--- config.mk ---
export PLATFORM = sky130hd
export DESIGN_NAME = osc_and_clock_gate_ctrl
export DESIGN_NICKNAME = d
export VERILOG_FILES = /design/src/clk_ctrl_pkg.sv /design/src/reg_port_if.sv /design/src/osc_and_clock_gate_ctrl.sv /design/src/periph_gate.sv /design/src/reg_port.sv
export SDC_FILE = /design/constraint.sdc
export NUM_CORES = 1
export LEC_CHECK = 0
export ABC_AREA = 1
export BUFFER_PORTS_ARGS = -buffer_cell sky130_fd_sc_hd__buf_4
export CORE_UTILIZATION = 50
export CTS_BUF_LIST = sky130_fd_sc_hd__clkbuf_16
export DETAILED_ROUTE_END_ITERATION = 10
export GPL_TIMING_DRIVEN = 0
export PLACE_DENSITY = 0.78
export SLEW_MARGIN = 20
export SYNTH_ARGS = -nofsm -noshare
export SYNTH_HDL_FRONTEND = slang
export SYNTH_SLANG_ARGS = --single-unit
--- constraint.sdc ---
create_clock -name mclk -period 1.48 [get_ports mclk]
set_input_delay 0.296 -clock mclk [delete_from_list [all_inputs] [get_ports mclk]]
set_output_delay 0.296 -clock mclk [all_outputs]
set_load 0.005 [all_outputs]
--- src/clk_ctrl_pkg.sv ---
// Constants and types shared by the oscillator and clock-gate controller
package clk_ctrl_pkg;

  // ----------------------------------------
  // Register port geometry
  // ----------------------------------------
  localparam int unsigned ADDR_W = 8;
  localparam int unsigned DATA_W = 32;
  localparam int unsigned NREG   = 7;

  // Byte offsets of the registers
  localparam logic [7:0] OFS_FAST_OSC  = 8'h04;
  localparam logic [7:0] OFS_SLOW_OSC  = 8'h08;
  localparam logic [7:0] OFS_XTAL_OSC  = 8'h0c;
  localparam logic [7:0] OFS_SYS_GATE  = 8'h10;
  localparam logic [7:0] OFS_PER_GATE  = 8'h14;
  localparam logic [7:0] OFS_WORK_GATE = 8'h18;
  localparam logic [7:0] OFS_LP_GATE   = 8'h1c;

  // Register index, also the slot in the read word vector
  typedef enum logic [2:0]
  {
    IDX_FAST_OSC  = 3'h0,
    IDX_SLOW_OSC  = 3'h1,
    IDX_XTAL_OSC  = 3'h2,
    IDX_SYS_GATE  = 3'h3,
    IDX_PER_GATE  = 3'h4,
    IDX_WORK_GATE = 3'h5,
    IDX_LP_GATE   = 3'h6
  } reg_idx_t;

  // ----------------------------------------
  // Field positions and widths
  // ----------------------------------------
  localparam int unsigned FAST_EN_BIT   = 0;
  localparam int unsigned FAST_FREQ_LSB = 4;
  localparam int unsigned FAST_FREQ_W   = 2;
  localparam int unsigned SLOW_EN_BIT   = 0;
  localparam int unsigned XTAL_CORE_BIT = 0;
  localparam int unsigned XTAL_CLK_BIT  = 1;
  localparam int unsigned SYS_GATE_W    = 3;
  localparam int unsigned PER_GATE_W    = 16;
  localparam int unsigned RTC_WORK_BIT  = 0;
  localparam int unsigned LCD_WORK_BIT  = 1;

  // Fast oscillator frequency codes
  typedef enum logic [1:0]
  {
    FREQ_4MHZ  = 2'b00,
    FREQ_8MHZ  = 2'b01,
    FREQ_16MHZ = 2'b10,
    FREQ_32MHZ = 2'b11
  } fast_freq_t;

  // Power mode tracked from the power controller's events
  typedef enum logic [1:0]
  {
    PM_RUN   = 2'b00,
    PM_SLEEP = 2'b01,
    PM_STOP  = 2'b10
  } pm_state_t;

  // System clock selection forced on stop exit
  localparam logic [1:0] SYSTEM_CLOCK_SELECT_FAST = 2'h0;

  // ----------------------------------------
  // Values after reset
  // ----------------------------------------
  localparam fast_freq_t  RST_FAST_FREQ = FREQ_8MHZ;
  localparam logic        RST_FAST_EN   = 1'h1;
  localparam logic        RST_SLOW_EN   = 1'h1;
  localparam logic        RST_XTAL      = 1'h0;
  localparam logic [2:0]  RST_SYS_GATE  = 3'h7;
  localparam logic [15:0] RST_PER_GATE  = 16'h0000;
  localparam logic        RST_WORK      = 1'h0;
  localparam logic [15:0] RST_LP_GATE   = 16'hffff;

  // Address match of one register
  function automatic logic reg_hit(input logic [ADDR_W-1:0] addr, input logic [ADDR_W-1:0] ofs);
    reg_hit = (addr == ofs);
  endfunction : reg_hit

endpackage : clk_ctrl_pkg

--- src/reg_port_if.sv ---
// Decoded register strobes and read words between decoder and register owner
`timescale 1ns/10ps
`default_nettype none
interface reg_port_if;
  logic [clk_ctrl_pkg::NREG-1:0]                           wr_hit;
  logic [clk_ctrl_pkg::DATA_W-1:0]                         wdata;
  logic [clk_ctrl_pkg::NREG-1:0][clk_ctrl_pkg::DATA_W-1:0] rd_words;

  // Decoder drives strobes, reads back words
  modport decoder (output wr_hit, output wdata, input rd_words);
  // Owner takes strobes, presents words
  modport owner (input wr_hit, input wdata, output rd_words);
endinterface : reg_port_if
`default_nettype wire
--- src/osc_and_clock_gate_ctrl.sv ---
// Oscillator enables and peripheral clock gating controller, top level
//
// The plain strobed port was left to the implementer.
`timescale 1ns/10ps
`default_nettype none
module osc_and_clock_gate_ctrl
(
  input  wire logic                            mclk,                          // System clock, 50 MHz
  input  wire logic                            nrst,                          // Async reset, active low
  input  wire logic                            clk_en,                        // Freezes state when low
  input  wire logic [clk_ctrl_pkg::ADDR_W-1:0] reg_addr,                      // Register byte address
  input  wire logic [clk_ctrl_pkg::DATA_W-1:0] reg_wdata,                     // Register write data
  input  wire logic                            reg_wr,                        // Write strobe
  input  wire logic                            reg_rd,                        // Read strobe
  output var  logic [clk_ctrl_pkg::DATA_W-1:0] reg_rdata,                     // Read data
  input  wire logic                            sleep_entry,                   // Pulse: chip enters sleep
  input  wire logic                            stop_entry,                    // Pulse: chip enters stop
  input  wire logic                            wake_exit,                     // Pulse: chip leaves sleep/stop
  input  wire logic                            fast_osc_is_sysclk,            // Fast osc feeds system clock
  output var  logic [1:0]                      fast_osc_freq_sel,             // Fast osc frequency code
  output var  logic                            fast_osc_enable,               // Fast osc on
  output var  logic                            slow_internal_osc_enable,      // Slow internal osc on
  output var  logic                            slow_crystal_core_enable,      // Crystal core on
  output var  logic                            slow_crystal_clock_out_enable, // Crystal clock passed on
  output var  logic [2:0]                      system_bus_periph_gates,       // System bus clock gates
  output var  logic [15:0]                     periph_bus_gates,              // Peripheral bus clock gates
  output var  logic                            display_work_clock_enable,     // Display working clock
  output var  logic                            calendar_work_clock_enable,    // Calendar working clock
  output var  logic                            system_clock_select_force,     // Pulse: force selection
  output var  logic [1:0]                      system_clock_select_value,     // Forced selection code
  output var  logic                            low_power_active               // Sleep or stop in force
);

  // ----------------------------------------
  // State
  // ----------------------------------------
  typedef struct packed
  {
    clk_ctrl_pkg::fast_freq_t freq;
    logic                     fast_en;
    logic                     slow_en;
    logic                     xtal_core;
    logic                     xtal_clk;
    logic [2:0]               sys_gate;
    logic [15:0]              per_gate;
    logic                     lcd_work;
    logic                     rtc_work;
    logic [15:0]              lp_gate;
    clk_ctrl_pkg::pm_state_t  pm;
    logic                     sel_force;
  } ctrl_state_t;

  localparam ctrl_state_t CTRL_RESET = '{
    freq:      clk_ctrl_pkg::RST_FAST_FREQ,
    fast_en:   clk_ctrl_pkg::RST_FAST_EN,
    slow_en:   clk_ctrl_pkg::RST_SLOW_EN,
    xtal_core: clk_ctrl_pkg::RST_XTAL,
    xtal_clk:  clk_ctrl_pkg::RST_XTAL,
    sys_gate:  clk_ctrl_pkg::RST_SYS_GATE,
    per_gate:  clk_ctrl_pkg::RST_PER_GATE,
    lcd_work:  clk_ctrl_pkg::RST_WORK,
    rtc_work:  clk_ctrl_pkg::RST_WORK,
    lp_gate:   clk_ctrl_pkg::RST_LP_GATE,
    pm:        clk_ctrl_pkg::PM_RUN,
    sel_force: 1'h0
  };

  ctrl_state_t ctrl_reg;
  ctrl_state_t ctrl_next;
  logic        in_stop;
  logic        low_power;
  logic [1:0]  work_gate;

  reg_port_if rp ();

  // ----------------------------------------
  // Register port
  // ----------------------------------------
  reg_port u_reg_port
  (
    .mclk      (mclk),
    .nrst      (nrst),
    .clk_en    (clk_en),
    .reg_addr  (reg_addr),
    .reg_wdata (reg_wdata),
    .reg_wr    (reg_wr),
    .reg_rd    (reg_rd),
    .reg_rdata (reg_rdata),
    .rp        (rp)
  );

  assign in_stop   = (ctrl_reg.pm == clk_ctrl_pkg::PM_STOP);
  assign low_power = (ctrl_reg.pm != clk_ctrl_pkg::PM_RUN);

  // ----------------------------------------
  // Next state
  // ----------------------------------------
  always_comb
  begin
    ctrl_next           = ctrl_reg;
    ctrl_next.sel_force = 1'h0;

    // Power mode tracking; wake wins over a late entry event
    case (ctrl_reg.pm)
      clk_ctrl_pkg::PM_RUN:
      begin
        if (stop_entry)
          ctrl_next.pm = clk_ctrl_pkg::PM_STOP;
        else if (sleep_entry)
          ctrl_next.pm = clk_ctrl_pkg::PM_SLEEP;
      end
      clk_ctrl_pkg::PM_SLEEP:
      begin
        if (wake_exit)
          ctrl_next.pm = clk_ctrl_pkg::PM_RUN;
        else if (stop_entry)
          ctrl_next.pm = clk_ctrl_pkg::PM_STOP;
      end
      clk_ctrl_pkg::PM_STOP:
      begin
        if (wake_exit)
          ctrl_next.pm = clk_ctrl_pkg::PM_RUN;
      end
      default:
      begin
        ctrl_next.pm = clk_ctrl_pkg::PM_RUN;
      end
    endcase

    // Fast oscillator register: frequency and enable
    if (rp.wr_hit[clk_ctrl_pkg::IDX_FAST_OSC])
    begin
      ctrl_next.freq = clk_ctrl_pkg::fast_freq_t'(
        rp.wdata[clk_ctrl_pkg::FAST_FREQ_LSB +: clk_ctrl_pkg::FAST_FREQ_W]);
      ctrl_next.fast_en = rp.wdata[clk_ctrl_pkg::FAST_EN_BIT];
    end

    // clear refused while the oscillator clocks the system
    if (fast_osc_is_sysclk && !in_stop)
    begin
      ctrl_next.fast_en = 1'h1;
    end

    // stop entry stops the fast oscillator
    if ((ctrl_next.pm == clk_ctrl_pkg::PM_STOP) && (ctrl_reg.pm != clk_ctrl_pkg::PM_STOP))
    begin
      ctrl_next.fast_en = 1'h0;
    end

    // stop exit restarts fast osc and forces the selection
    if (wake_exit && in_stop)
    begin
      // on again for the forced system clock
      ctrl_next.fast_en   = 1'h1;
      ctrl_next.sel_force = 1'h1;
    end

    if (rp.wr_hit[clk_ctrl_pkg::IDX_SLOW_OSC])
    begin
      ctrl_next.slow_en = rp.wdata[clk_ctrl_pkg::SLOW_EN_BIT];
    end

    // Crystal oscillator; sequencing is left to software
    if (rp.wr_hit[clk_ctrl_pkg::IDX_XTAL_OSC])
    begin
      ctrl_next.xtal_core = rp.wdata[clk_ctrl_pkg::XTAL_CORE_BIT];
      ctrl_next.xtal_clk  = rp.wdata[clk_ctrl_pkg::XTAL_CLK_BIT];
    end

    if (rp.wr_hit[clk_ctrl_pkg::IDX_SYS_GATE])
    begin
      ctrl_next.sys_gate = rp.wdata[clk_ctrl_pkg::SYS_GATE_W-1:0];
    end

    if (rp.wr_hit[clk_ctrl_pkg::IDX_PER_GATE])
    begin
      ctrl_next.per_gate = rp.wdata[clk_ctrl_pkg::PER_GATE_W-1:0];
    end

    if (rp.wr_hit[clk_ctrl_pkg::IDX_WORK_GATE])
    begin
      ctrl_next.lcd_work = rp.wdata[clk_ctrl_pkg::LCD_WORK_BIT];
      ctrl_next.rtc_work = rp.wdata[clk_ctrl_pkg::RTC_WORK_BIT];
    end

    if (rp.wr_hit[clk_ctrl_pkg::IDX_LP_GATE])
    begin
      ctrl_next.lp_gate = rp.wdata[clk_ctrl_pkg::PER_GATE_W-1:0];
    end
  end

  // ----------------------------------------
  // State register
  // ----------------------------------------
  always_ff @(posedge mclk or negedge nrst)
  begin
    if (!nrst)
      ctrl_reg <= CTRL_RESET;
    else if (clk_en)
      ctrl_reg <= ctrl_next;
  end

  // ----------------------------------------
  // Read words
  // ----------------------------------------
  // reserved bits read zero
  always_comb
  begin
    rp.rd_words = '0;
    rp.rd_words[clk_ctrl_pkg::IDX_FAST_OSC][clk_ctrl_pkg::FAST_FREQ_LSB +: clk_ctrl_pkg::FAST_FREQ_W] =
      ctrl_reg.freq;
    rp.rd_words[clk_ctrl_pkg::IDX_FAST_OSC][clk_ctrl_pkg::FAST_EN_BIT]   = ctrl_reg.fast_en;
    rp.rd_words[clk_ctrl_pkg::IDX_SLOW_OSC][clk_ctrl_pkg::SLOW_EN_BIT]   = ctrl_reg.slow_en;
    rp.rd_words[clk_ctrl_pkg::IDX_XTAL_OSC][clk_ctrl_pkg::XTAL_CORE_BIT] = ctrl_reg.xtal_core;
    rp.rd_words[clk_ctrl_pkg::IDX_XTAL_OSC][clk_ctrl_pkg::XTAL_CLK_BIT]  = ctrl_reg.xtal_clk;
    rp.rd_words[clk_ctrl_pkg::IDX_SYS_GATE][clk_ctrl_pkg::SYS_GATE_W-1:0] = ctrl_reg.sys_gate;
    rp.rd_words[clk_ctrl_pkg::IDX_PER_GATE][clk_ctrl_pkg::PER_GATE_W-1:0] = ctrl_reg.per_gate;
    rp.rd_words[clk_ctrl_pkg::IDX_WORK_GATE][clk_ctrl_pkg::LCD_WORK_BIT]  = ctrl_reg.lcd_work;
    rp.rd_words[clk_ctrl_pkg::IDX_WORK_GATE][clk_ctrl_pkg::RTC_WORK_BIT]  = ctrl_reg.rtc_work;
    rp.rd_words[clk_ctrl_pkg::IDX_LP_GATE][clk_ctrl_pkg::PER_GATE_W-1:0]  = ctrl_reg.lp_gate;
  end

  // ----------------------------------------
  // Clock gates
  // ----------------------------------------
  // masked gating in sleep and stop
  periph_gate
  #(
    .APB_W (clk_ctrl_pkg::PER_GATE_W),
    .AHB_W (clk_ctrl_pkg::SYS_GATE_W)
  )
  u_periph_gate
  (
    .mclk      (mclk),
    .nrst      (nrst),
    .clk_en    (clk_en),
    .low_power (low_power),
    .apb_run   (ctrl_reg.per_gate),
    .apb_lp    (ctrl_reg.lp_gate),
    .ahb_run   (ctrl_reg.sys_gate),
    .work_run  ({ctrl_reg.lcd_work, ctrl_reg.rtc_work}),
    .apb_gate  (periph_bus_gates),
    .ahb_gate  (system_bus_periph_gates),
    .work_gate (work_gate)
  );

  // ----------------------------------------
  // Outputs
  // ----------------------------------------
  // Oscillator controls straight from the state register
  assign fast_osc_freq_sel             = ctrl_reg.freq;
  assign fast_osc_enable               = ctrl_reg.fast_en;
  assign slow_internal_osc_enable      = ctrl_reg.slow_en;
  assign slow_crystal_core_enable      = ctrl_reg.xtal_core;
  // crystal clock onward only with its output enable
  assign slow_crystal_clock_out_enable = ctrl_reg.xtal_clk;

  // Working clock gates from the gate stage
  assign display_work_clock_enable  = work_gate[1];
  assign calendar_work_clock_enable = work_gate[0];

  // forced selection towards the clock switch
  assign system_clock_select_force = ctrl_reg.sel_force;
  assign system_clock_select_value = clk_ctrl_pkg::SYSTEM_CLOCK_SELECT_FAST;
  assign low_power_active          = low_power;

endmodule : osc_and_clock_gate_ctrl
`default_nettype wire

--- src/periph_gate.sv ---
// Per power mode combination of bus and working clock gates
`timescale 1ns/10ps
`default_nettype none
module periph_gate
#(
  parameter int unsigned APB_W = 16, // Peripheral bus gate count
  parameter int unsigned AHB_W = 3   // System bus gate count
)
(
  input  wire logic             mclk,       // System clock
  input  wire logic             nrst,       // Async reset, active low
  input  wire logic             clk_en,     // Freezes state when low
  input  wire logic             low_power,  // Sleep or stop active
  input  wire logic [APB_W-1:0] apb_run,    // Run mode gates
  input  wire logic [APB_W-1:0] apb_lp,     // Low power keep-running mask
  input  wire logic [AHB_W-1:0] ahb_run,    // System bus gates
  input  wire logic [1:0]       work_run,   // Working clock gates
  output var  logic [APB_W-1:0] apb_gate,   // Effective peripheral bus gates
  output var  logic [AHB_W-1:0] ahb_gate,   // Effective system bus gates
  output var  logic [1:0]       work_gate   // Effective working clock gates
);

  typedef struct packed
  {
    logic [APB_W-1:0] apb;
    logic [AHB_W-1:0] ahb;
    logic [1:0]       work;
  } gate_state_t;

  gate_state_t gate_reg;
  gate_state_t gate_next;

  // In sleep or stop only masked peripheral bus clocks keep running; system bus and working gates pass unmasked
  always_comb
  begin
    gate_next      = gate_reg;
    gate_next.apb  = low_power ? (apb_run & apb_lp) : apb_run;
    gate_next.ahb  = ahb_run;
    gate_next.work = work_run;
  end

  // State register, all gates closed in reset
  always_ff @(posedge mclk or negedge nrst)
  begin
    if (!nrst)
      gate_reg <= '0;
    else if (clk_en)
      gate_reg <= gate_next;
  end

  assign apb_gate  = gate_reg.apb;
  assign ahb_gate  = gate_reg.ahb;
  assign work_gate = gate_reg.work;

endmodule : periph_gate
`default_nettype wire

--- src/reg_port.sv ---
// Register port address decode and registered read data
`timescale 1ns/10ps
`default_nettype none
module reg_port
(
  input  wire logic                              mclk,      // System clock
  input  wire logic                              nrst,      // Async reset, active low
  input  wire logic                              clk_en,    // Freezes state when low
  input  wire logic [clk_ctrl_pkg::ADDR_W-1:0]   reg_addr,  // Byte address
  input  wire logic [clk_ctrl_pkg::DATA_W-1:0]   reg_wdata, // Write data
  input  wire logic                              reg_wr,    // Write strobe
  input  wire logic                              reg_rd,    // Read strobe
  output var  logic [clk_ctrl_pkg::DATA_W-1:0]   reg_rdata, // Read data, cycle after strobe
  reg_port_if.decoder                            rp         // Decoded strobes
);

  typedef struct packed
  {
    logic [clk_ctrl_pkg::DATA_W-1:0] rdata;
  } port_state_t;

  localparam logic [clk_ctrl_pkg::ADDR_W-1:0] OFS [clk_ctrl_pkg::NREG] = '{
    clk_ctrl_pkg::OFS_FAST_OSC, clk_ctrl_pkg::OFS_SLOW_OSC, clk_ctrl_pkg::OFS_XTAL_OSC,
    clk_ctrl_pkg::OFS_SYS_GATE, clk_ctrl_pkg::OFS_PER_GATE, clk_ctrl_pkg::OFS_WORK_GATE,
    clk_ctrl_pkg::OFS_LP_GATE};

  port_state_t port_reg;
  port_state_t port_next;

  // Write strobe per register; unmapped writes hit nothing
  always_comb
  begin
    rp.wdata = reg_wdata;
    for (int i = 0; i < clk_ctrl_pkg::NREG; i++)
    begin
      rp.wr_hit[i] = reg_wr & clk_en & clk_ctrl_pkg::reg_hit(reg_addr, OFS[i]);
    end
  end

  // Read mux; unmapped and idle cycles read zero
  always_comb
  begin
    port_next.rdata = '0;
    for (int i = 0; i < clk_ctrl_pkg::NREG; i++)
    begin
      if (reg_rd && clk_ctrl_pkg::reg_hit(reg_addr, OFS[i]))
      begin
        port_next.rdata = rp.rd_words[i];
      end
    end
  end

  // State register
  always_ff @(posedge mclk or negedge nrst)
  begin
    if (!nrst)
      port_reg <= '0;
    else if (clk_en)
      port_reg <= port_next;
  end

  assign reg_rdata = port_reg.rdata;

endmodule : reg_port
`default_nettype wire

Yosys cells after proc, flatten, opt, wreduce, memory -nomap -nowiden:

Index checks and enable logic that the tools add are counted.

* equality and inequality tests: 11
* muxes and demuxes: 19
* bitwise logic cells: 9
* reduce and logical (&&, ||, !) cells: 22

Operator list (number)
* $mux 16: 4
* $eq 8x5->1 const B: 4
* $mux 6: 4
* $and 16x16->16: 1
* $eq 8x4->1 const B: 2
* $reduce_and 2->1: 8
* $logic_and 1x1->1: 10
* $mux 2: 5
* $and 1x1->1: 8
* $eq 8x3->1 const B: 1
* $pmux 2 s3: 1
* $mux 1: 5
* $eq 2x2->1 const B: 2
* $reduce_bool 4->1: 1
* $eq 2x1->1 const B: 1
* $logic_not 2->1: 1
* $ne 2x2->1 const B: 1
* $reduce_bool 2->1: 1
* $logic_not 1->1: 1

* flip-flop bits (word level): 99
* bits of input ports: 49
* output and inout bits: 63
* logic and storage cells: 77

Depth between registers and ports, before layout:

Gate-level depths: netlist of the first run.

* depth after elaboration: 9
* gate-level depth with buffers: 10
* mapped depth without buffers: 10

Hierarchy:

A second synthesis of the first run with hierarchy kept.

* cell total of the unflattened synthesis: 984
* area total of the unflattened synthesis: 6605.1 um^2

By module, submodules not included
* reg_port: instances 1, cells each 631, area each 3669.8 um^2, sequential area each 800.8 um^2
* osc_and_clock_gate_ctrl: instances 1, cells each 198, area each 1888.1 um^2, sequential area each 1178.6 um^2
* periph_gate: instances 1, cells each 155, area each 1047.3 um^2, sequential area each 525.5 um^2

Worst setup path after synthesis of the first run:

No wires, ideal clock.

* path type: in2reg
* start: in reg_addr[7] (netlist name)
* end: reg u_reg_port.port_reg, in the netlist u_reg_port.reg_rdata[10]
* library setup time: 0.077 ns
* arrival: 1.181 ns
* data required time: 1.403 ns
* slack: 0.221 ns
* cell stages on the path: 6
* buffers on the path: 1
* cells stage by stage: nor2_2 -> nand3_2 -> nor3_4 -> buf_6 -> nand2_1 -> a21oi_1

* longest elaborated chain between the ends: 5
* elaborated cells between the ends (all ways): 9
* those cells by class: eq/ne: 3; mux: 3; reduce/logical: 3

RTL lines
* from (decl): RTL line osc_and_clock_gate_ctrl.sv:11 `input wire logic [clk_ctrl_pkg::ADDR_W-1:0] reg_addr,`
* $eq 8x5->1: RTL line clk_ctrl_pkg.sv:80 `reg_hit = (addr == ofs);`
* $logic_and 1x1->1: RTL line reg_port.sv:46 `if (reg_rd && clk_ctrl_pkg::reg_hit(reg_addr, OFS[i]))`
* $mux 16 (2 in series): RTL line reg_port.sv:46
* $mux 16 (*): RTL line reg_port.sv:46
* to (signal assigned): RTL line reg_port.sv:59 `port_reg <= port_next;`
* to (decl): RTL line reg_port.sv:27 `port_state_t port_reg;`

Mark *: on every way between the ends. The rest lies on a longest branch, timed or not.
A chain may end at the register's enable or synchronous reset.

Worst setup path in the final report of the first run:

* start: reg ctrl_reg[2] (netlist name)
* end: out low_power_active

* longest elaborated chain between the ends: 1

RTL lines
* from (decl): RTL line osc_and_clock_gate_ctrl.sv:68 `ctrl_state_t ctrl_reg;`
* from (signal assigned): RTL line osc_and_clock_gate_ctrl.sv:200 `ctrl_reg <= ctrl_next;`
* $reduce_bool 2->1: RTL line osc_and_clock_gate_ctrl.sv:93 `assign low_power = (ctrl_reg.pm != clk_ctrl_pkg::PM_RUN);`
* to (decl): RTL line osc_and_clock_gate_ctrl.sv:31 `output var logic low_power_active`

No other way between the ends.

==> results.tsv, run 1 <==
metric	value	unit
Die Height	88.7	um
maximum operating frequency	708	MHz
Clock Pin Slew Worst Setup and Hold Paths	0.06	ns
max reg flops	39	
Clock Skews	0.00862	ns
WL per Instance	15.0	um
Avg Vias per Cell	5.12	
Max Cap Viol	0	
Cell Rows	31	
initial antenna violation count	0	
Seq/Total Area, Yosys	56.0	%
syn avg cell area	8.83	um^2
layout filler cell count	574	
CP Data Arrival Time	1.12	ns
CP bufs+invs	2	
Mapped Area	3750	um^2
H-tree levels	3	
sw frac	23.1	%
Worst Path Max Fanout	3	
I/O Pins	112	
DR pass1 iterations	4	
DR vias	3237	
post-detailed-routing wire length	9.45	mm
cell-internal power	4080	uW
synth cell count leaders	113 x nand2_1, 61 x dfrtp_1, 55 x o21ai_0	
crit share post-route	95.4	%
clock root buffer	clkbuf_16	
Worst Tran Pin Value	0.718	ns
CTS tree	yes	
CTS Sinks	83	
status	finished, final reports clean	
Global Route Usage Sum	25.9	%
Seq pwr share	46.3	%
die width	88.7	um
Netlist cell types	28	
CP max stage delay	0.42	ns
DRC	0	
core area	7250	um^2
Synth area leaders	dfrtp_1 41%, dfstp_2 15%, nand2_1 11%	
Min Hold Slack	0.00906	ns
Rel. slew slack	52.1	%
largest net degree at the start of global routing	84	
share of flip-flops with an asynchronous set or reset	100	%
global-route wire length before repair	14.9	mm
n_diodes	0	
Post-synth EDFFs	0	
gpl congestion	0.866	
worst slack, placed	-0.366	ns
pwr/cell area	1090	nW/um^2
top-count cell post-synth	nand2_1	
Synth top area share	40.7	%
vias in the first global route	3066	
Yosys warnings	0	
Antenna Violating Nets Remaining	0	
proportion of layout cells with a drive suffix above 1	31.1	%
Die ar.	7860	um^2
final hold vios	0	
Slew Viols, Final	0	
RSZ-0062 raised after global routing	true	
Crit Path Class	reg -> out	
CP cell instances	nor2_4 > inv_2 > buf_6	
Worst Path Required	1.18	ns
Hold Crit Class	in -> async	
final setup TNS	0	ns
post-synth top area cell	dfrtp_1	
DP HPWL	6.59	mm
I/O Buffers	75	
Area Overhead vs Synth	29.1	%
Comb pwr share	10.4	%
number of CTS-inserted buffers	9	
Clock Tree Buf Depth	2	
Layout Nets	578	
Detailed Route Iter0 Violations	295	
P_sw	1230	uW
grt total ovfl	0	
final number of setup-violating endpoints	0	
CP top delay family	flip-flops	
Slowest-stage cell, CP	dfrtp_1	
Final min period	1.41	ns
CP Launch Type	register	
type of destination of the critical path	output port	
worst vdd ir	0.873	mV
Syn Inst Count	425	
dominant synthesized flop cell	dfrtp_1	
#FFs+latches synth	83	
leakage power	0.00235	uW
Starting Density	51.8	%
setup ws final	0.0684	ns
clk_lat worst skew	0.33	ns
Clk pwr share	43.3	%
per-stage QoR:
stage               total power (uW)  util [%]  instance area (um^2)  std cells
floorplan                       2710         -                  3820        442
global placement                2980      62.1                  4510        616
detailed placement              3000      62.1                  4510        616
CTS                             5330      66.8                  4850        633
global route                    5500      66.8                  4850        632
finish                          5310      66.8                  4850        632
routing by layer:
layer / GRT usage [%] / part of all wire, %
met5: 0 / 0
met4: 9.68 / 1.5
met3: 4.38 / 6.7
met2: 42.0 / 49
met1: 35.1 / 42
area by class of cell:
type | count | area, um^2 | share of cell area, %
sequential | 83 | 2110 | 43.4
tap | 99 | 124 | 2.55
timing repair buffer | 77 | 586 | 12.1
buffer | 37 | 234 | 4.83
clock buffer | 9 | 225 | 4.65
multi-input combinational | 294 | 1390 | 28.7
clock inverter | 6 | 81.3 | 1.68
inverter | 27 | 101 | 2.09
worst paths after layout:
path	start	end	slack, ns	cells after the start
min in group mclk	reg_wdata[15]	ctrl_reg[18]	0.21	3
max in group asynchronous	nrst	ctrl_reg[1]	0.96	1
setup / recovery	ctrl_reg[2]	low_power_active	0.07	3
hold / removal	nrst	ctrl_reg[32]	0.009	1
setup reg to reg	ctrl_reg[2]	fast_osc_enable	0.09	8
hold reg to reg	u_periph_gate.work_gate[0]	u_periph_gate.work_gate[0]	0.47	2
cell usage in the layout, fill, tap and decap left out, drive strengths merged:
| master | instances |
|---|---|
| a21oi | 29 |
| a31oi | 6 |
| and3 | 1 |
| buf | 106 |
| bufinv | 2 |
| clkbuf | 17 |
| clkinv | 1 |
| conb | 18 |
| dfrtp | 61 |
| dfstp | 22 |
| inv | 30 |
| nand2 | 114 |
| nand3 | 13 |
| nand3b | 1 |
| nand4 | 3 |
| nor2 | 30 |
| nor3 | 3 |
| o21ai | 76 |
repair_timing:
| action | in CTS | in global routing |
|---|---|---|
| pin swaps | 1 | 1 |
| gates resized for setup | 7 | 3 |
| hold buffers | 0 | 0 |
| setup endpoints to repair | 11 | 2 |
| hold endpoints to repair | 0 | 0 |
| buffers inserted | 2 | 0 |
power groups by stage:
stage,registers [uW],clock network [uW],logic [uW]
final,2460,2300,551
after global routing,2460,2420,617
after CTS,2450,2320,554
after detailed placement,2490,0,517
after global placement,2480,0,495
after floorplan,2470,0,244
worst register-to-register path, stage by stage, from the launching register on:
cell,delay (ns)
dfrtp_1,0.41
inv_1,0.11
nor2_2,0.15
nand2_1,0.14
nand2_1,0.08
o21ai_0,0.07
nand2_1,0.11
nor2_1,0.07
a31oi_2,0.17
kinds of logic after synthesis:
logic type	synth area share [%]
AND/OR/NAND/NOR	18.8
AO/OA/AOI/OAI	16.0
flip-flops	56.0
buffers and inverters	9.03
other	0.0999
Note: power is estimated with default switching activity, not from simulation.
==> run 2: changes to the inputs <==
--- a/config.mk
+++ b/config.mk
@@ -10,7 +10,7 @@
 export CORE_UTILIZATION = 50
 export CTS_BUF_LIST = sky130_fd_sc_hd__clkbuf_16
 export DETAILED_ROUTE_END_ITERATION = 10
-export GPL_TIMING_DRIVEN = 0
+export GPL_TIMING_DRIVEN = 1
 export PLACE_DENSITY = 0.78
 export SLEW_MARGIN = 20
 export SYNTH_ARGS = -nofsm -noshare
==> run 2 against run 1 <==
Against the previous run: combinational power is 3.8% lower; first-iteration DRC count decreased by 37%; critical path depth increased by 1; die area unchanged; worst hold slack better by 0.19 ns; largest cell class unchanged; largest power group unchanged.
==> results.tsv, run 2 (synthesis gave the netlist of run 1 again) <==
metric	value	unit
proportion of layout cells with a drive suffix above 1	30.2	%
die width	88.7	um
DR pass1 iterations	5	
H-tree levels	3	
clk_lat worst skew	0.33	ns
layout filler cell count	586	
CP Data Arrival Time	1.14	ns
met1 WL	3.84	mm
core area	7250	um^2
RSZ-0062 raised after global routing	false	
clock root buffer	clkbuf_16	
DR WL met2	4.40	mm
Die Height	88.7	um
met3 wire length	575	um
FF+latch area	2100	um^2
crit share post-route	97.0	%
gpl congestion	0.834	
vias in the first global route	3008	
Clock Tree Buf Depth	2	
I/O Pins	112	
Avg Vias per Cell	5.12	
CP Launch Type	register	
final number of setup-violating endpoints	0	
DR vias	3138	
post-detailed-routing wire length	8.99	mm
CTS Sinks	83	
Clock Pin Slew Worst Setup and Hold Paths	0.06	ns
Worst Path Required	1.18	ns
Worst Path Max Fanout	4	
Max Cap Viol	0	
Layout Nets	558	
Hold Crit Class	in -> reg	
Global Route Usage Sum	24.7	%
max reg flops	39	
Placed Cells incl. Taps	595	
Detailed Route Iter0 Violations	185	
Die ar.	7860	um^2
Pwr Total	5320	uW
Placement Cell Area	4480	um^2
DRC	0	
Antenna Violating Nets Remaining	0	
Slew Viols, Final	0	
leakage power	0.00231	uW
largest net degree at the start of global routing	39	
area occupied by multi-input gates	1380	um^2
Crit Path Class	reg -> out	
Clock Skews	0.00643	ns
most common cell after layout, fill and taps aside	nand2_1	
final hold vios	0	
Post-Layout Cell Count	613	
global-route wire length before repair	14.3	mm
Starting Density	51.8	%
Final Instance Area	4830	um^2
CTS tree	yes	
Final min period	1.44	ns
highest-count cells in the layout ignoring fill and taps	113 x nand2_1, 84 x buf_4, 61 x dfrtp_1, 55 x o21ai_0, 26 x nor2_1	
Area Overhead vs Synth	28.6	%
top layer used by detailed routing	met4	
type of destination of the critical path	output port	
n_diodes	0	
Cell Rows	31	
I/O Buffers	77	
WL per Instance	14.7	um
grt total ovfl	0	
DP HPWL	6.34	mm
initial antenna violation count	0	
status	finished, final reports clean	
worst vdd ir	0.716	mV
number of CTS-inserted buffers	9	
pwr/cell area	1100	nW/um^2
maximum operating frequency	697	MHz
## run 2: what timing repair did
| action | 4_1_cts | 5_1_grt |
|---|---|---|
| pin swaps | 0 | 1 |
| setup buffers | 1 | 0 |
| setup endpoints to repair | 1 | 1 |
| resized for setup | 1 | 3 |
| hold buffers | 1 | 0 |
| endpoints found under the hold margin | 15 | 0 |
## run 2: final timing paths
kind	startpoint	endpoint	slack, ns	cells after the start
setup / recovery	ctrl_reg[1]	low_power_active	0.04	4
hold / removal	reg_wdata[15]	ctrl_reg[18]	0.20	3
setup reg to reg	ctrl_reg[1]	u_periph_gate.apb_gate[14]	0.09	5
hold reg to reg	u_periph_gate.work_gate[1]	u_periph_gate.work_gate[1]	0.47	2
max in group asynchronous	nrst	ctrl_reg[11]	0.53	3
min in group asynchronous	nrst	u_periph_gate.apb_gate[6]	0.40	2
## run 2: power by group
group / total, uW / switching (uW) / internal [uW]
Clock: 2340 / 870 / 1470
Sequential: 2450 / 73.0 / 2380
Combinational: 530 / 292 / 238
Total: 5320 / 1230 / 4090
## run 2: metrics by stage
| step | setup slack (ns) | util (%) | hold slack [ns] | setup TNS (ns) |
|---|---|---|---|---|
| after floorplan | 0.221 | - | 0.000409 | 0 |
| after global placement | 0.0229 | 61.8 | 0.205 | 0 |
| after detailed placement | -0.00738 | 61.8 | 0.214 | -0.0166 |
| after CTS | 0.00967 | 66.5 | 0.197 | 0 |
| after global routing | 0.00522 | 66.6 | 0.214 | 0 |
| final | 0.0445 | 66.6 | 0.202 | 0 |
## run 2: worst max-delay path, stage by stage (launching register included)
cell	delay, ns
dfrtp_1	0.41
nor2_2	0.13
buf_6	0.13
inv_2	0.04
buf_6	0.10
## run 2: area by class of cell
class	count	share of cell area [%]
clock buffer	9	4.66
clock inverter	7	1.92
inverter	27	2.10
multi-input combinational	294	28.5
sequential	83	43.6
tap	99	2.57
timing repair buffer	94	16.6
## run 2: metal layers
layer / track usage [%] / up-vias
met5: 0 / -
met4: 11.0 / 0
met3: 5.88 / 21
met2: 38.9 / 115
met1: 32.7 / 1481
li1: - / 1521
==> run 3: changes to the inputs <==
--- a/config.mk
+++ b/config.mk
@@ -7,11 +7,13 @@
 export LEC_CHECK = 0
 export ABC_AREA = 1
 export BUFFER_PORTS_ARGS = -buffer_cell sky130_fd_sc_hd__buf_4
-export CORE_UTILIZATION = 50
+export CELL_PAD_IN_SITES_DETAIL_PLACEMENT = 0
+export CELL_PAD_IN_SITES_GLOBAL_PLACEMENT = 2
+export CORE_UTILIZATION = 30
 export CTS_BUF_LIST = sky130_fd_sc_hd__clkbuf_16
 export DETAILED_ROUTE_END_ITERATION = 10
 export GPL_TIMING_DRIVEN = 1
-export PLACE_DENSITY = 0.78
+export PLACE_DENSITY = 0.83
 export SLEW_MARGIN = 20
 export SYNTH_ARGS = -nofsm -noshare
 export SYNTH_HDL_FRONTEND = slang
==> run 3 against run 2 <==
Against the previous run: count of clock-buffer cells in the layout did not move; combinational power rose by 3%; fmax fell by 1.5%; critical path type unchanged; sequential share of layout area fell by 0.60 points; power fell by 6.1%; wire length rose by 3.6%; via count fell by 2.2%; setup slack got worse by 0.023 ns; global-route usage fell by 9.2 points.
==> results.tsv, run 3 (synthesis gave the netlist of run 1 again) <==
metric	value	unit
global-route wire length before repair	15.3	mm
worst vdd ir	0.480	mV
Detailed Route Iter0 Violations	151	
CP top delay family	flip-flops	
CP bufs+invs	3	
CTS Sinks	83	
vias in the first global route	2966	
RSZ-0062 raised after global routing	true	
leakage power	0.00232	uW
Hold Crit Class	in -> reg	
Slew Viols, Final	0	
max reg flops	39	
pwr/cell area	1020	nW/um^2
Clock Skews	0.00762	ns
CP max stage delay	0.41	ns
Die ar.	13000	um^2
Area Overhead vs Synth	30.4	%
Crit Path Class	reg -> out	
Starting Density	31.0	%
CTS tree	yes	
DR pass1 iterations	4	
I/O Buffers	77	
final core occ	40.4	%
crit share post-route	98.5	%
Pwr Total	5000	uW
Worst Path Max Fanout	3	
met1 WL	4.38	mm
Max Cap Viol	0	
Final Instance Area	4900	um^2
Post-Layout Cell Count	688	
clock root buffer	clkbuf_16	
post-detailed-routing wire length	9.32	mm
met3 wire length	281	um
gpl congestion	0.788	
DR WL met2	4.46	mm
Global Route Usage Sum	15.5	%
Placement Cell Area	4590	um^2
proportion of layout cells with a drive suffix above 1	30.6	%
grt total ovfl	0	
most common cell after layout, fill and taps aside	nand2_1	
final number of setup-violating endpoints	0	
CP Launch Type	register	
Clock Tree Buf Depth	2	
highest-count cells in the layout ignoring fill and taps	113 x nand2_1, 92 x buf_4, 61 x dfrtp_1, 55 x o21ai_0, 26 x inv_1	
status	finished, final reports clean	
Clock Pin Slew Worst Setup and Hold Paths	0.06	ns
Placed Cells incl. Taps	669	
H-tree levels	3	
core area	12100	um^2
number of CTS-inserted buffers	9	
final hold vios	0	
largest net degree at the start of global routing	38	
n_diodes	0	
Worst Path Required	1.18	ns
DRC	0	
WL per Instance	13.5	um
die width	114	um
Die Height	114	um
Layout Nets	564	
initial antenna violation count	0	
Slowest-stage cell, CP	dfrtp_1	
CP cell instances	nor2_2 > buf_12 > inv_4 > buf_6	
clk_lat worst skew	0.33	ns
top layer used by detailed routing	met4	
type of destination of the critical path	output port	
layout filler cell count	1260	
Avg Vias per Cell	4.46	
maximum operating frequency	686	MHz
Cell Rows	40	
DP HPWL	6.49	mm
DR vias	3068	
I/O Pins	112	
Final min period	1.46	ns
Antenna Violating Nets Remaining	0	
CP Data Arrival Time	1.16	ns
[run 3: repair_timing]
item,4_1_cts,5_1_grt
resized for setup,1,4
hold buffers,1,0
gates cloned,0,0
hold endpoints to repair,14,0
setup endpoints to repair,1,2
pin swaps,1,1
setup buffers,2,0
[run 3: cell type report]
cell class,count,area (um^2),area share (%)
Sequential cell,83,2100,43.0
Multi-Input combinational cell,294,1380,28.2
Timing Repair Buffer,100,832,17.0
Clock buffer,9,225,4.60
Tap cell,168,210,4.29
Inverter,27,104,2.12
Clock inverter,7,40.0,0.818
[run 3: routing by layer]
| layer | track usage [%] | vias to the layer above |
|---|---|---|
| li1 | - | 1535 |
| met1 | 20.6 | 1465 |
| met2 | 24.6 | 57 |
| met3 | 2.39 | 11 |
| met4 | 7.71 | 0 |
| met5 | 0 | - |
[run 3: path summary, 6_finish.rpt]
check,cells past startpoint,slack [ns],start,end
min in group asynchronous,2,0.40,nrst,u_periph_gate.apb_gate[10]
max in group asynchronous,3,0.53,nrst,ctrl_reg[8]
worst max-delay path,4,0.02,ctrl_reg[2],low_power_active
worst min-delay path,3,0.20,reg_wdata[14],ctrl_reg[17]
worst min register to register,2,0.47,u_periph_gate.work_gate[0],u_periph_gate.work_gate[0]
worst max register to register,5,0.17,ctrl_reg[2],u_periph_gate.apb_gate[4]
[run 3: power breakdown]
group	total [uW]	internal, uW	switching (uW)
Clock	2000	1120	883
Combinational	548	252	296
Sequential	2450	2380	72.0
Total	5000	3750	1250
[run 3: tightest hold or removal path, stage by stage]
cell	delay, ns
buf_4	0.10
inv_1	0.06
o21ai_1	0.07
[run 3: through the flow]
step	hold WS, ns	worst slack [ns]	TNS (ns)
2_1_floorplan	0.000409	0.221	0
3_3_place_gp	0.202	-0.0490	-0.249
3_5_place_dp	0.207	-0.0779	-0.452
4_1_cts	0.197	0.00492	0
5_1_grt	0.210	-0.00921	-0.00921
6_report	0.205	0.0219	0
